[src/include/amd_pkg.sv]
// package for the addressing mode decoder: modes, opcode fields, bus and register carriers
package amd_pkg;

  // ****************************************
  // modes and kinds
  // ****************************************
  typedef enum logic [2:0] {
    AMD_INH = 3'b000,
    AMD_IMM = 3'b001,
    AMD_DIR = 3'b010,
    AMD_EXT = 3'b011,
    AMD_IX0 = 3'b100,
    AMD_IX1 = 3'b101,
    AMD_IX2 = 3'b110,
    AMD_REL = 3'b111
  } amd_mode_e;

  typedef enum logic [2:0] {
    AMD_K_CTRL = 3'b000,
    AMD_K_REGMEM = 3'b001,
    AMD_K_RMW = 3'b010,
    AMD_K_BRANCH = 3'b011,
    AMD_K_BITBR = 3'b100,
    AMD_K_BITSET = 3'b101,
    AMD_K_JUMP = 3'b110
  } amd_kind_e;

  typedef enum logic [3:0] {
    AMD_S_OPC = 4'h0,
    AMD_S_B1 = 4'h1,
    AMD_S_B2 = 4'h2,
    AMD_S_READ = 4'h3,
    AMD_S_WRITE = 4'h4,
    AMD_S_DONE = 4'h5
  } amd_state_e;

  // ****************************************
  // constants
  // ****************************************
  localparam logic [7:0] AMD_ZERO_PAGE_HI = 8'h00;
  localparam logic [15:0] AMD_RESET_PC = 16'h0000;
  localparam int AMD_HI_NIBBLE_LSB = 4;
  localparam int AMD_LO_NIBBLE_LSB = 0;
  localparam int AMD_BIT_SEL_LSB = 1;
  localparam logic [3:0] AMD_ROW_BIT = 4'h0;
  localparam logic [3:0] AMD_ROW_SET_MEMORY_BIT = 4'h1;
  localparam logic [3:0] AMD_ROW_BRANCH = 4'h2;
  localparam logic [3:0] AMD_ROW_RMW_DIR = 4'h3;
  localparam logic [3:0] AMD_ROW_RMW_A = 4'h4;
  localparam logic [3:0] AMD_ROW_RMW_X = 4'h5;
  localparam logic [3:0] AMD_ROW_RMW_IX1 = 4'h6;
  localparam logic [3:0] AMD_ROW_RMW_IX0 = 4'h7;
  localparam logic [3:0] AMD_ROW_IMM = 4'hA;
  localparam logic [3:0] AMD_ROW_DIR = 4'hB;
  localparam logic [3:0] AMD_ROW_EXT = 4'hC;
  localparam logic [3:0] AMD_ROW_IX2 = 4'hD;
  localparam logic [3:0] AMD_ROW_IX1 = 4'hE;
  localparam logic [3:0] AMD_ROW_IX0 = 4'hF;
  localparam logic [3:0] AMD_COL_TST = 4'hD;
  localparam logic [3:0] AMD_COL_CLR = 4'hF;
  localparam logic [3:0] AMD_COL_STA = 4'h7;
  localparam logic [3:0] AMD_COL_STX = 4'hF;
  localparam logic [3:0] AMD_COL_JMP = 4'hC;
  localparam logic [3:0] AMD_COL_JSR = 4'hD;

  // ****************************************
  // carriers
  // ****************************************
  typedef struct packed {
    logic [15:0] addr;
    logic rd;
    logic wr;
    logic [7:0] wdata;
  } amd_bus_s;

  typedef struct packed {
    logic [7:0] acc;
    logic [7:0] idx;
    logic [15:0] pc;
  } amd_regs_s;

  typedef struct packed {
    amd_mode_e mode;
    amd_kind_e kind;
    logic [1:0] length;
  } amd_decode_s;

endpackage

[src/rtl/amd_decoder.sv]
// addressing mode decoder and operand sequencer of the small cpu
`timescale 1ns/1ps

// Overview of operation
// RQ1: eight addressing modes are decoded from the opcode high nibble.
// RQ2: inherent opcodes are one byte and put out no operand address.
// RQ3: immediate opcodes are two bytes and the second byte is the operand itself.
// RQ4: direct opcodes are two bytes with the second byte as address low and zero high.
// RQ5: bit test and branch is three bytes, direct operand then relative target.
// RQ6: extended opcodes are three bytes, high address byte first then low.
// RQ7: indexed without offset is one byte, address is index with zero high byte.
// RQ8: indexed 8-bit offset is two bytes, address is index plus offset with carry to bit 8.
// RQ9: indexed 16-bit offset is three bytes, address is index plus high-first 16-bit offset.
// RQ10: a taken branch adds the sign-extended offset to the pc past the branch, else falls on.
// RQ11: register/memory opcodes fetch one operand from memory for the accumulator or index; stores write the result there instead.
// RQ12: read-modify-write reads, modifies and writes back the same place, except test never writes.
// RQ13: single-bit set and clear on memory are done as read-modify-write.
// RQ14: bit test and branch copies the tested bit into carry whether or not it branches.
module amd_decoder (
  input wire logic i_clock,
  input wire logic i_resetn,
  input wire logic i_start,
  input wire logic [7:0] i_rdata,
  input wire logic i_cond,
  input wire logic [7:0] i_result,
  input wire logic i_reg_write,
  input wire amd_pkg::amd_regs_s i_reg_load,
  output amd_pkg::amd_bus_s o_bus,
  output amd_pkg::amd_regs_s o_regs,
  output amd_pkg::amd_decode_s o_decode,
  output logic [7:0] o_opcode,
  output logic [7:0] o_operand,
  output logic o_operand_valid,
  output logic o_carry,
  output logic o_carry_write,
  output logic o_branch_taken,
  output logic o_busy,
  output logic o_done
);
  import amd_pkg::*;

  // ****************************************
  // decode helpers
  // ****************************************
  function automatic amd_decode_s decode_op(input logic [7:0] op);
    amd_decode_s d;
    logic [3:0] hi;
    hi = op[AMD_HI_NIBBLE_LSB +: 4];
    d = '{mode: AMD_INH, kind: AMD_K_CTRL, length: 2'd1};
    case (hi)
      AMD_ROW_BIT: begin
        d = '{mode: AMD_DIR, kind: AMD_K_BITBR, length: 2'd3}; // see RQ5
      end
      AMD_ROW_SET_MEMORY_BIT: begin
        d = '{mode: AMD_DIR, kind: AMD_K_BITSET, length: 2'd2}; // see RQ13
      end
      AMD_ROW_BRANCH: begin
        d = '{mode: AMD_REL, kind: AMD_K_BRANCH, length: 2'd2}; // see RQ10
      end
      AMD_ROW_RMW_DIR: begin
        d = '{mode: AMD_DIR, kind: AMD_K_RMW, length: 2'd2};
      end
      AMD_ROW_RMW_A, AMD_ROW_RMW_X: begin
        d = '{mode: AMD_INH, kind: AMD_K_RMW, length: 2'd1}; // see RQ2
      end
      AMD_ROW_RMW_IX1: begin
        d = '{mode: AMD_IX1, kind: AMD_K_RMW, length: 2'd2};
      end
      AMD_ROW_RMW_IX0: begin
        d = '{mode: AMD_IX0, kind: AMD_K_RMW, length: 2'd1};
      end
      AMD_ROW_IMM: begin
        d = '{mode: AMD_IMM, kind: AMD_K_REGMEM, length: 2'd2}; // see RQ3
      end
      AMD_ROW_DIR: begin
        d = '{mode: AMD_DIR, kind: AMD_K_REGMEM, length: 2'd2}; // see RQ4
      end
      AMD_ROW_EXT: begin
        d = '{mode: AMD_EXT, kind: AMD_K_REGMEM, length: 2'd3}; // see RQ6
      end
      AMD_ROW_IX2: begin
        d = '{mode: AMD_IX2, kind: AMD_K_REGMEM, length: 2'd3}; // see RQ9
      end
      AMD_ROW_IX1: begin
        d = '{mode: AMD_IX1, kind: AMD_K_REGMEM, length: 2'd2}; // see RQ8
      end
      AMD_ROW_IX0: begin
        d = '{mode: AMD_IX0, kind: AMD_K_REGMEM, length: 2'd1}; // see RQ7
      end
      default: begin
        d = '{mode: AMD_INH, kind: AMD_K_CTRL, length: 2'd1}; // see RQ1
      end
    endcase
    // jumps carry an address but touch no operand
    if (hi >= AMD_ROW_DIR && (op[3:0] == AMD_COL_JMP || op[3:0] == AMD_COL_JSR)) begin
      d.kind = AMD_K_JUMP;
    end
    return d;
  endfunction

  function automatic logic [15:0] pc_plus(input logic [15:0] pc, input logic [15:0] inc);
    return 16'(pc + inc);
  endfunction

  // ****************************************
  // state
  // ****************************************
  typedef struct packed {
    amd_state_e state;
    amd_decode_s dec;
    logic [7:0] opcode;
    logic [7:0] b1;
    logic [7:0] b2;
    logic [15:0] ea;
    logic [7:0] operand;
    logic operand_valid;
    logic carry;
    logic carry_write;
    logic taken;
    logic done;
    logic second;
    amd_regs_s regs;
    amd_bus_s bus;
  } amd_state_s;

  amd_state_s s_q;
  amd_state_s s_d;

  // ****************************************
  // next state
  // ****************************************
  always_comb begin
    logic [15:0] ea;
    logic bit_val;
    logic is_store;
    ea = 16'h0000;
    bit_val = 1'b0;
    is_store = 1'b0;
    s_d = s_q;
    s_d.done = 1'b0;
    s_d.carry_write = 1'b0;
    s_d.operand_valid = 1'b0;
    s_d.bus.rd = 1'b0;
    s_d.bus.wr = 1'b0;
    // address formed every cycle, latched on the first READ cycle as the operand read, the store or the jump goes out
    case (s_q.dec.mode)
      AMD_DIR: ea = {AMD_ZERO_PAGE_HI, s_q.b1}; // see RQ4
      AMD_EXT: ea = {s_q.b1, s_q.b2}; // see RQ6
      AMD_IX0: ea = {AMD_ZERO_PAGE_HI, s_q.regs.idx}; // see RQ7
      AMD_IX1: ea = {7'h00, 9'({1'b0, s_q.regs.idx} + {1'b0, s_q.b1})}; // see RQ8
      AMD_IX2: ea = 16'({s_q.b1, s_q.b2} + {8'h00, s_q.regs.idx}); // see RQ9
      default: ea = 16'h0000;
    endcase
    // stores skip the read and put the result straight on the bus
    is_store = (s_q.dec.kind == AMD_K_REGMEM)
      && (s_q.opcode[3:0] == AMD_COL_STA || s_q.opcode[3:0] == AMD_COL_STX);
    // bit number sits in opcode bits 3..1, bit 0 picks the sense
    bit_val = i_rdata[s_q.opcode[AMD_BIT_SEL_LSB +: 3]];
    case (s_q.state)
      AMD_S_OPC: begin
        // register loads win over a start in the same cycle
        if (i_reg_write) begin
          s_d.regs = i_reg_load;
        end else if (i_start) begin
          s_d.bus.addr = s_q.regs.pc;
          s_d.bus.rd = 1'b1;
          s_d.regs.pc = pc_plus(s_q.regs.pc, 16'h0001);
          s_d.state = AMD_S_B1;
          s_d.opcode = i_rdata;
          // a new instruction forgets the last branch outcome
          s_d.taken = 1'b0;
        end
      end
      AMD_S_B1: begin
        // opcode byte is read back the cycle after its fetch
        if (s_q.bus.rd && s_q.bus.addr == pc_plus(s_q.regs.pc, 16'hFFFF)
            && s_q.dec.length == 2'd0) begin
          s_d.opcode = i_rdata;
        end
        s_d.opcode = i_rdata;
        s_d.dec = decode_op(i_rdata);
        if (decode_op(i_rdata).length == 2'd1) begin
          s_d.state = (decode_op(i_rdata).mode == AMD_INH) ? AMD_S_DONE : AMD_S_READ;
          if (decode_op(i_rdata).mode == AMD_INH && decode_op(i_rdata).kind == AMD_K_RMW) begin
            s_d.operand = (i_rdata[AMD_HI_NIBBLE_LSB +: 4] == AMD_ROW_RMW_A) ?
              s_q.regs.acc : s_q.regs.idx; // see RQ12
            s_d.operand_valid = 1'b1;
          end
        end else begin
          s_d.bus.addr = s_q.regs.pc;
          s_d.bus.rd = 1'b1;
          s_d.regs.pc = pc_plus(s_q.regs.pc, 16'h0001);
          s_d.state = AMD_S_B2;
        end
      end
      AMD_S_B2: begin
        // both operand bytes pass here; the flag marks the second fetch
        if (!s_q.second) begin
          s_d.b1 = i_rdata;
          if (s_q.dec.length == 2'd3) begin
            s_d.bus.addr = s_q.regs.pc;
            s_d.bus.rd = 1'b1;
            s_d.regs.pc = pc_plus(s_q.regs.pc, 16'h0001);
            s_d.second = 1'b1;
          end else if (s_q.dec.mode == AMD_IMM) begin
            s_d.operand = i_rdata; // see RQ3
            s_d.operand_valid = 1'b1;
            s_d.state = AMD_S_DONE;
          end else if (s_q.dec.mode == AMD_REL) begin
            s_d.taken = i_cond;
            if (i_cond) begin
              s_d.regs.pc = pc_plus(s_q.regs.pc, {{8{i_rdata[7]}}, i_rdata}); // see RQ10
            end
            s_d.state = AMD_S_DONE;
          end else begin
            s_d.state = AMD_S_READ;
          end
        end else begin
          s_d.b2 = i_rdata;
          s_d.second = 1'b0;
          s_d.state = AMD_S_READ;
        end
      end
      AMD_S_READ: begin
        if (!s_q.bus.rd) begin
          s_d.ea = ea;
          if (s_q.dec.kind == AMD_K_JUMP) begin
            s_d.regs.pc = ea;
            s_d.state = AMD_S_DONE;
          end else if (is_store) begin
            s_d.bus = '{addr: ea, rd: 1'b0, wr: 1'b1, wdata: i_result}; // see RQ11
            s_d.state = AMD_S_DONE;
          end else begin
            s_d.bus.addr = ea;
            s_d.bus.rd = 1'b1; // see RQ11
          end
        end else begin
          // memory answers in the cycle its read strobe stands
          s_d.operand = i_rdata;
          s_d.operand_valid = 1'b1;
          s_d.state = AMD_S_DONE;
          if (s_q.dec.kind == AMD_K_BITBR) begin
            s_d.carry = bit_val; // see RQ14
            s_d.carry_write = 1'b1;
            s_d.taken = (bit_val == ~s_q.opcode[0]);
            if (bit_val == ~s_q.opcode[0]) begin
              s_d.regs.pc = pc_plus(s_q.regs.pc, {{8{s_q.b2[7]}}, s_q.b2}); // see RQ5
            end
          end else if ((s_q.dec.kind == AMD_K_RMW && s_q.opcode[3:0] != AMD_COL_TST)
                       || s_q.dec.kind == AMD_K_BITSET) begin
            s_d.state = AMD_S_WRITE; // see RQ12
          end
        end
      end
      AMD_S_WRITE: begin
        // alu result is sampled in the same cycle the operand is shown
        s_d.bus = '{addr: s_q.ea, rd: 1'b0, wr: 1'b1, wdata: i_result}; // see RQ13
        s_d.state = AMD_S_DONE;
      end
      AMD_S_DONE: begin
        // inherent read-modify-write lands in the register, never in memory
        if (s_q.dec.kind == AMD_K_RMW && s_q.dec.mode == AMD_INH
            && s_q.opcode[3:0] != AMD_COL_TST) begin
          if (s_q.opcode[AMD_HI_NIBBLE_LSB +: 4] == AMD_ROW_RMW_A) begin
            s_d.regs.acc = i_result; // see RQ12
          end else begin
            s_d.regs.idx = i_result;
          end
        end
        s_d.taken = s_q.taken;
        s_d.done = 1'b1;
        s_d.state = AMD_S_OPC;
      end
      default: begin
        s_d.state = AMD_S_OPC;
      end
    endcase
  end

  // ****************************************
  // registers
  // ****************************************
  always_ff @(posedge i_clock) begin
    if (!i_resetn) begin
      s_q <= '0;
      s_q.regs.pc <= AMD_RESET_PC;
    end else begin
      s_q <= s_d;
    end
  end

  assign o_bus = s_q.bus;
  assign o_regs = s_q.regs;
  assign o_decode = s_q.dec;
  assign o_opcode = s_q.opcode;
  assign o_operand = s_q.operand;
  assign o_operand_valid = s_q.operand_valid;
  assign o_carry = s_q.carry;
  assign o_carry_write = s_q.carry_write;
  assign o_branch_taken = s_q.taken;
  assign o_busy = (s_q.state != AMD_S_OPC);
  assign o_done = s_q.done;

endmodule // amd_decoder

[config.mk]
export PLATFORM = sky130hd
export DESIGN_NAME = amd_decoder
export DESIGN_NICKNAME = d
export VERILOG_FILES = /design/src/include/amd_pkg.sv /design/src/rtl/amd_decoder.sv
export SDC_FILE = /design/constraint.sdc
export NUM_CORES = 1
export LEC_CHECK = 0
export ABC_AREA = 1
export BUFFER_PORTS_ARGS = -buffer_cell sky130_fd_sc_hd__buf_2
export CORE_UTILIZATION = 26
export CTS_CLUSTER_SIZE = 10
export DETAILED_ROUTE_END_ITERATION = 10
export PLACE_DENSITY = 0.51
export SETUP_SLACK_MARGIN = 0.5
export SLEW_MARGIN = 20
export SYNTH_ARGS = -nofsm -noshare
export SYNTH_HDL_FRONTEND = slang
export SYNTH_SLANG_ARGS = --single-unit
[constraint.sdc]
create_clock -name i_clock -period 5.7 [get_ports i_clock]
set_clock_uncertainty 0.05 [all_clocks]
set_input_delay 0 -clock i_clock [delete_from_list [all_inputs] [get_ports i_clock]]
set_output_delay 0 -clock i_clock [all_outputs]
set_load 0.005 [all_outputs]
==> out/qor.yml, run 1 <==
run_status:
  status: "finished, final reports clean"
synthesis:
  synth_edf_count: 0
  ys_seq_elements: 123
  ys_types: 51
  syn-num-nets: 1765
  synth_cells: 1656
  yosysWarnings: 0
  syn_area_um2: 10300
  postSynthAreaPerCell_um2: 6.19
  async_reset_ff_share_pct: 0
  synth_ff_type: "dfxtp_1"
  ys_seq_area_share_pct: 24.0
clock_network:
  postCtsSetupBuffers: 0
  clock_path_buffers: 2
  cts_tree: "done"
  htreeDepth: 4
  cts_root_buf: "clkbuf_16"
  cts_buffers: 17
  clk_pin_slew_ps: 60
  clkSinkCount: 123
  clkLatencyLatePin_ps: 440
power_and_ir_drop:
  switching_share_pct: 44.1
  p_clk_share_pct: 28.4
  p_int_w: 0.00224
  power_leakage_nw: 5.50
  powerDensity_nw_per_um2: 342
  ir_worst_vdd_v: 0.000233
  combPwrFrac_pct: 39.3
  switchingPower_w: 0.00177
  pwr-share-seq_pct: 32.3
hold_path:
  hold_path.class: "in -> reg"
placement:
  io_buffers: 140
  dpl.hpwl_mm: 31.7
  place_area_um2: 10800
  globalplace.congestion: 0.929
layout:
  fill_cells: 4401
  areaGrowthSynthToFinish_pct: 14.4
  drive_gt1_share_pct: 13.3
  finish.instance_area_um2: 11700
  antenna_cells: 0
  nets: 1832
  register_area_um2: 2460
  multi_input_area_um2: 6220
grt:
  gr-total-overflow: 0
  grt_max_degree: 78
  track_usage_pct: 19.7
  grt_pass1_wl_mm: 61.6
  antenna_found_initial: 0
  grt_pass1_vias: 10453
timing:
  tns_ps: 0
  rsz0062_at_grt: "no"
  fin_crit_sh_pct: 51.9
  slew_headroom_pct: 36.5
  min_period_ps: 2960
  finalHoldViolations: 0
  worstMarginPinSlew_ps: 951
  finalMaxSlewViolations: 0
  fmax_mhz: 338
  setup_violations: 0
  worst_hold_slack_ps: 3.63
floorplan:
  dieHeight_um: 201
  rows: 72
  die_width_um: 201
  start_util_pct: 26.5
  core_area_um2: 38700
  pin_count: 141
  fp.dieArea_um2: 40300
worst_setup_path:
  cp.required_ps: 5970
  critPathMaxFanout: 22
  path_class: "reg -> reg"
  cp-start-kind: "register"
  arrival_ps: 3230
  endpoint_kind: "register"
run:
  maxCapViolations: 0
drt:
  routed_via_density: 4.92
  drcViolationCount: 0
  dr.first_iter.drc_count: 862
  routed_wl_mm: 39.8
  ant_nets: 0
  routedWlPerCell_um: 17.6
  dr.pass1.iters: 5
  vias: 11080
[sequential cells by signal, summed over array words and instances (netlist names)]
signal / cells
o_decode: 8
o_opcode: 8
s_q: 36
o_carry_write: 1
o_regs: 32
o_operand_valid: 1
o_operand: 8
o_done: 1
o_carry: 1
o_bus: 26
o_branch_taken: 1
[cell families (layout without fill, tap and decap cells)]
family                   count (synthesis)  after routing  share of synthesized area, %
flip-flops                             123            123                          24.0
XOR/XNOR                                18             18                          1.54
AO/OA/AOI/OAI                          379            379                          20.2
AND/OR/NAND/NOR                        758            758                          31.8
buffers and inverters                  322            402                          15.3
adder cells (fa/ha/maj)                 56             56                          7.12
[layout make-up]
class,instances,area share (%)
Inverter,192,6.16
Timing Repair Buffer,178,9.13
Tap cell,518,5.52
Clock buffer,18,3.74
Clock inverter,14,1.44
Sequential cell,123,21.0
Multi-Input combinational cell,1211,53.0
[synth_stat cells (3+ instances only)]
library cell,count,area share [%]
nor2_4,3,0.33
nor3_1,17,0.83
a21oi_1,179,8.7
o21bai_1,4,0.29
o22ai_1,6,0.37
nor2_2,8,0.49
a21oi_2,6,0.51
buf_2,15,0.73
or2_2,3,0.18
nand2_1,419,15
a31oi_1,15,0.91
and2_1,5,0.30
dfxtp_1,123,24
a211oi_1,3,0.22
xor2_1,10,0.85
a22oi_1,11,0.81
nand3_1,117,5.7
inv_1,173,6.3
nand2_2,9,0.55
nand4_1,35,2.1
inv_2,16,0.59
buf_4,87,6.4
nand3b_1,9,0.66
o21ai_1,23,1.1
clkbuf_1,26,0.95
o211ai_1,10,0.73
nor2_1,124,4.5
o21ai_0,107,5.2
ha_1,52,6.3
fa_1,4,0.78
xnor2_1,8,0.68
nor3_2,3,0.29
[critical path: stages, from the launching register on]
cell,delay [ps]
dfxtp_1,380
inv_1,100
nor2_2,140
nand2_2,140
nor2_2,750
inv_2,430
o21ai_2,520
inv_2,170
nor2_1,130
nor2_1,50
[per-stage QoR]
stage	total power (W)	util (%)	cells	setup WS, ps
global route	0.00429	30.3	2254	2540
finish	0.00401	30.3	2254	2740
CTS	0.00402	30.3	2254	2820
floorplan	0.00241	-	1656	3500
global placement	0.00285	27.8	2188	2890
detailed placement	0.00286	27.8	2188	2840
[final timing paths]
path,from,to,slack (ps),depth (start not counted)
worst min-delay path,i_reg_load[14],o_regs[14]$_SDFFE_PN0P_,4,5
worst max-delay path,s_q[121]$_SDFFE_PN0P_,o_bus[7]$_SDFFE_PN0P_,2740,9
worst max register to register,s_q[121]$_SDFFE_PN0P_,o_bus[7]$_SDFFE_PN0P_,2740,9
worst min register to register,s_q[77]$_SDFFE_PN0P_,s_q[77]$_SDFFE_PN0P_,410,2
[routing by layer]
layer	vias up	routed length [um]	track usage [%]
met2	336	18400	32.6
met4	0	428	4.39
met3	25	1880	2.47
met5	-	0	0
met1	5159	19000	27.1
li1	5560	-	-
[cell usage in the layout, fill, tap and decap left out, types with 35 or more instances in the layout]
| cell | count |
|---|---|
| ha_1 | 52 |
| o21ai_0 | 107 |
| buf_2 | 140 |
| dfxtp_1 | 123 |
| nand4_1 | 35 |
| nand3_1 | 117 |
| nor2_1 | 124 |
| inv_1 | 173 |
| a21oi_1 | 179 |
| nand2_1 | 419 |
[power groups by stage]
stage,sequential [W],combinational (W),clock [W]
2_1_floorplan,0.00117,0.00125,0
3_3_place_gp,0.00131,0.00154,0
3_5_place_dp,0.00131,0.00155,0
4_1_cts,0.00129,0.00157,0.00116
5_1_grt,0.00132,0.00177,0.00120
6_report,0.00129,0.00158,0.00114
[timing repair]
item,CTS,global route
hold endpoints to repair,41,0
hold buffers,34,0
resized for setup,0,0
No activity file was read; power rests on OpenSTA's default activity.
==> inputs of run 2 (changes only) <==
- clock period: 5.7 -> 3 ns (I/O delays scaled with it)
==> out/qor.yml, run 2 (synthesized netlist as in run 1, its figures left out) <==
floorplan:
  die_width_um: 201
  dieHeight_um: 201
  rows: 72
  fp.dieArea_um2: 40300
  core_area_um2: 38700
  start_util_pct: 26.5
  pin_count: 141
timing:
  tns_ps: 0
  finalHoldViolations: 0
  worstMarginPinSlew_ps: 567
  finalMaxSlewViolations: 0
  min_period_ps: 2330
  slew_headroom_pct: 62.1
  fin_crit_sh_pct: 77.7
  setup_violations: 0
  worst_hold_slack_ps: 15.3
  fmax_mhz: 429
  rsz0062_at_grt: "yes"
layout:
  antenna_cells: 0
  drive_gt1_share_pct: 16.6
  final_cell_mix: "nand2_1, a21oi_1, inv_1, buf_2, nor2_1"
  top_register: "s_q"
  areaGrowthSynthToFinish_pct: 18.8
  largest_reg_flops: 36
  final_common_cell: "nand2_1"
  nets: 1880
power_and_ir_drop:
  p_clk_share_pct: 28.7
  ir_worst_vdd_v: 0.000366
  p_int_w: 0.00455
  switching_share_pct: 43.3
  power_leakage_nw: 5.77
  powerDensity_nw_per_um2: 658
  combPwrFrac_pct: 42.1
  switchingPower_w: 0.00347
  pwr-share-seq_pct: 29.1
worst_setup_path:
  cp_common_cell: "nand2_1"
  endpoint_kind: "register"
  r2r_slack_ps: 670
  cpMaxStageDelayCell: "fa_2"
  critPathMaxFanout: 6
  path_class: "reg -> reg"
  reg2reg_to: "o_regs[8]$_SDFFE_PN0P_"
  arrival_ps: 2650
  reg2reg_from: "o_regs[16]$_SDFFE_PN0P_"
  critPathMaxStageDelay_ps: 380
  worst-r2r-cell-count: 13
  cp.required_ps: 3320
  cp-start-kind: "register"
  critPathCapture: "o_regs[8]$_SDFFE_PN0P_"
  critPathLaunch: "o_regs[16]$_SDFFE_PN0P_"
  path_cells: "ha_2, fa_2, nand3_1, nand3_2, nand2_1, nand3_2, a21oi_1, o21ai_0, nand3_1, nand2_1, nand2_1, nand2_1, a21oi_1"
clock_network:
  clk_pin_slew_ps: 70
  clkLatencyLatePin_ps: 440
  cts_buffers: 17
  cts_root_buf: "clkbuf_16"
  clock_path_buffers: 2
  clkSinkCount: 123
  htreeDepth: 4
  cts_tree: "done"
grt:
  track_usage_pct: 20.6
  busiest_layer: "met2"
  use_met2_pct: 32.4
  antenna_found_initial: 1
  grt_pass1_wl_mm: 64.2
  gr-total-overflow: 0
  grt_pass1_vias: 10965
  grt_util_met3_pct: 3.13
  grt_max_degree: 58
  met1_usage_pct: 28.3
drt:
  dr.first_iter.drc_count: 992
  dr.pass1.iters: 5
  routedWlPerCell_um: 18.2
  routed_wl_mm: 42.0
  routed_via_density: 5.01
  vias: 11533
  ant_nets: 0
  drcViolationCount: 0
placement:
  globalplace.congestion: 0.934
  dpl.hpwl_mm: 33.6
  io_buffers: 140
hold_path:
  hold_path.class: "in -> reg"
run:
  maxCapViolations: 0
run_status:
  status: "finished, final reports clean"
-- run 2: changes by cell type in the layout (fill, tap and decap cells not counted), moves of 4 or more --
| cell | change |
|---|---|
| dfxtp_1 | -8 |
| buf_4 | +47 |
| inv_6 | -4 |
| o21ai_0 | -5 |
| dfxtp_2 | +8 |
| o21ai_1 | +4 |
-- run 2: power by group through the flow --
stage	sequential [W]	combinational [W]	clock (W)
floorplan	0.00222	0.00237	0
global placement	0.00235	0.00328	0
detailed placement	0.00236	0.00327	0
CTS	0.00232	0.00332	0.00232
global route	0.00237	0.00375	0.00238
finish	0.00233	0.00338	0.00230
-- run 2: repair_timing --
item,CTS,global route
pin swaps,0,2
buffers inserted,0,5
endpoints found under the setup margin,13,32
hold buffers,34,0
resized for setup,4,23
endpoints found under the hold margin,48,0
-- run 2: worst min-delay path by stage --
stage / startpoint / end / slack (ps) / cells past startpoint
6_report: i_reg_load[12] / o_regs[12]$_SDFFE_PN0P_ / 20 / 5
5_1_grt: i_reg_load[13] / o_regs[13]$_SDFFE_PN0P_ / 20 / 5
4_1_cts: i_reg_load[13] / o_regs[13]$_SDFFE_PN0P_ / 3 / 5
3_5_place_dp: i_result[0] / o_bus[0]$_SDFFE_PN0P_ / 220 / 3
3_3_place_gp: i_result[7] / o_bus[7]$_SDFFE_PN0P_ / 210 / 3
2_1_floorplan: i_rdata[0] / s_q[88]$_SDFFE_PN0P_ / 80 / 2
-- run 2: cell type report --
type | instances | area, um2
timing repair buffer | 226 | 1430
clock buffer | 17 | 425
inverter | 192 | 726
sequential | 123 | 2470
tap | 518 | 648
fill | 4403 | 26500
clock inverter | 15 | 213
multi-input combinational | 1211 | 6270
-- run 2: stage by stage --
| stage | total power [W] | setup WS (ps) | instance area [um2] | instances | utilization, % |
|---|---|---|---|---|---|
| floorplan | 0.00458 | 804 | 10300 | 1656 | - |
| global placement | 0.00563 | 356 | 11100 | 2230 | 28.7 |
| detailed placement | 0.00562 | 373 | 11100 | 2230 | 28.7 |
| CTS | 0.00797 | 526 | 12100 | 2296 | 31.2 |
| global route | 0.00851 | 442 | 12200 | 2302 | 31.5 |
| finish | 0.00802 | 669 | 12200 | 2302 | 31.5 |
-- run 2: layer usage --
layer,share of wire [%],vias up
li1,-,5658
met1,47,5375
met2,44,424
met3,6.2,74
met4,2.8,2
met5,0.031,-
-- run 2: critical path: cells and delay by family, from the launching register on --
kind                     cells  cell delay, ps
AO/OA/AOI/OAI                3             360
AND/OR/NAND/NOR              8             880
adder cells (fa/ha/maj)      2             620
flip-flops                   1             370
==> inputs of run 3 (changes only) <==
- clock period: 3 -> 2.32 ns (I/O delays scaled with it)
==> out/qor.yml, run 3 (synthesized netlist as in run 1, its figures left out) <==
worst_setup_path:
  cp.depth: 12
  cpMaxStageDelayCell: "dfxtp_4"
  worst-r2r-cell-count: 12
  cp.required_ps: 2640
  critPathMaxStageDelay_ps: 370
  critPathMaxFanout: 6
  cp_common_cell: "nand3_4"
  path_buf_inv: 1
  endpoint_kind: "register"
  path_cells: "ha_4, fa_2, nand3_2, nand3_4, nand2_4, nand3_4, a21oi_2, o21ai_1, nand3_1, nand2_2, buf_4, a21oi_1"
  path_class: "reg -> reg"
  arrival_ps: 2430
  cp-start-kind: "register"
  path_delay_family: "simple AND/OR/NAND/NOR gates"
drt:
  routed_wl_mm: 45.4
  vias: 12217
  drcViolationCount: 0
  ant_nets: 0
  dr.pass1.iters: 5
  dr.first_iter.drc_count: 828
  routedWlPerCell_um: 18.7
  routed_via_density: 5.03
clock_network:
  cts_tree: "done"
  clock_path_buffers: 2
  cts_buffers: 17
  htreeDepth: 4
  clkSinkCount: 123
  cts_root_buf: "clkbuf_16"
  clk_pin_slew_ps: 60
  clkLatencyLatePin_ps: 440
floorplan:
  pin_count: 141
  start_util_pct: 26.5
  dieHeight_um: 201
  die_width_um: 201
  core_area_um2: 38700
  fp.dieArea_um2: 40300
  rows: 72
layout:
  final_util_pct: 37.4
  antenna_cells: 0
  register_area_um2: 2580
  multi_input_area_um2: 7300
  final_cells: 2430
  final_cell_mix: "nand2_1, inv_1, a21oi_1, buf_4, buf_2"
  areaGrowthSynthToFinish_pct: 41.2
  largest_reg_flops: 36
  drive_gt1_share_pct: 33.2
  final_common_cell: "nand2_1"
  nets: 2009
  fill_cells: 4190
  top_register: "s_q"
timing:
  slew_headroom_pct: 70.0
  worstMarginPinSlew_ps: 450
  tns_ps: 0
  fin_crit_sh_pct: 90.9
  fmax_mhz: 474
  rsz0062_at_grt: "yes"
  setup_violations: 0
  finalHoldViolations: 0
  finalMaxSlewViolations: 0
  min_period_ps: 2110
  worst_hold_slack_ps: 27.6
grt:
  grt_pass1_vias: 11799
  grt_max_degree: 48
  track_usage_pct: 22.1
  antenna_found_initial: 0
  grt_pass1_wl_mm: 68.8
  gr-total-overflow: 0
power_and_ir_drop:
  ir_worst_vdd_v: 0.000565
  power_leakage_nw: 6.70
  powerDensity_nw_per_um2: 795
  finalPower_w: 0.0115
run:
  maxCapViolations: 0
placement:
  globalplace.congestion: 0.973
  dpl.hpwl_mm: 34.7
  dp.cells: 2291
  io_buffers: 140
hold_path:
  hold_path.class: "in -> reg"
  min_path_cells: 6
run_status:
  status: "finished, final reports clean"
run 3: routing by layer:
layer,track usage (%),wire length [um]
met2,36.2,21100
met3,3.38,2410
met5,0,0
met4,7.39,1150
met1,29.4,20800
run 3: power breakdown:
group	internal, W	total [W]	switching (W)
logic	0.00240	0.00572	0.00332
clock network	0.00163	0.00273	0.00109
registers	0.00254	0.00306	0.000521
total	0.00658	0.0115	0.00493
run 3: worst paths after layout:
kind	endpoint	slack, ps	from
max	s_q[80]$_SDFFE_PN0P_	210	s_q[88]$_SDFFE_PN0P_
min reg2reg	s_q[77]$_SDFFE_PN0P_	410	s_q[77]$_SDFFE_PN0P_
min	o_regs[1]$_SDFFE_PN0P_	30	i_reg_load[1]
max reg2reg	s_q[80]$_SDFFE_PN0P_	210	s_q[88]$_SDFFE_PN0P_
run 3: what timing repair did:
action,4_1_cts,5_1_grt
setup endpoints to repair,93,85
gates cloned,1,3
buffers inserted,28,36
resized for setup,176,172
pin swaps,54,67
hold buffers,40,0
hold endpoints to repair,48,0
run 3: layout make-up:
type                            instances  area share, %
Clock buffer                           21           3.18
Clock inverter                         10          0.821
Inverter                              192           5.24
Multi-Input combinational cell       1211           50.4
Sequential cell                       123           17.8
Tap cell                              518           4.48
Timing Repair Buffer                  355           18.1
run 3: tightest hold or removal path, delay by kind of cell:
kind	cells	cell delay (ps)
AOI/OAI and AO/OA	3	240
buffers and inverters	1	110
and+or+nand+nor	2	120
run 3: per-stage QoR:
step                area (um2)  worst slack [ps]
finish                   14500               212
global route             14500              67.0
CTS                      13600               227
detailed placement       11700             -52.5
global placement         11700             -62.6
floorplan                10300               424
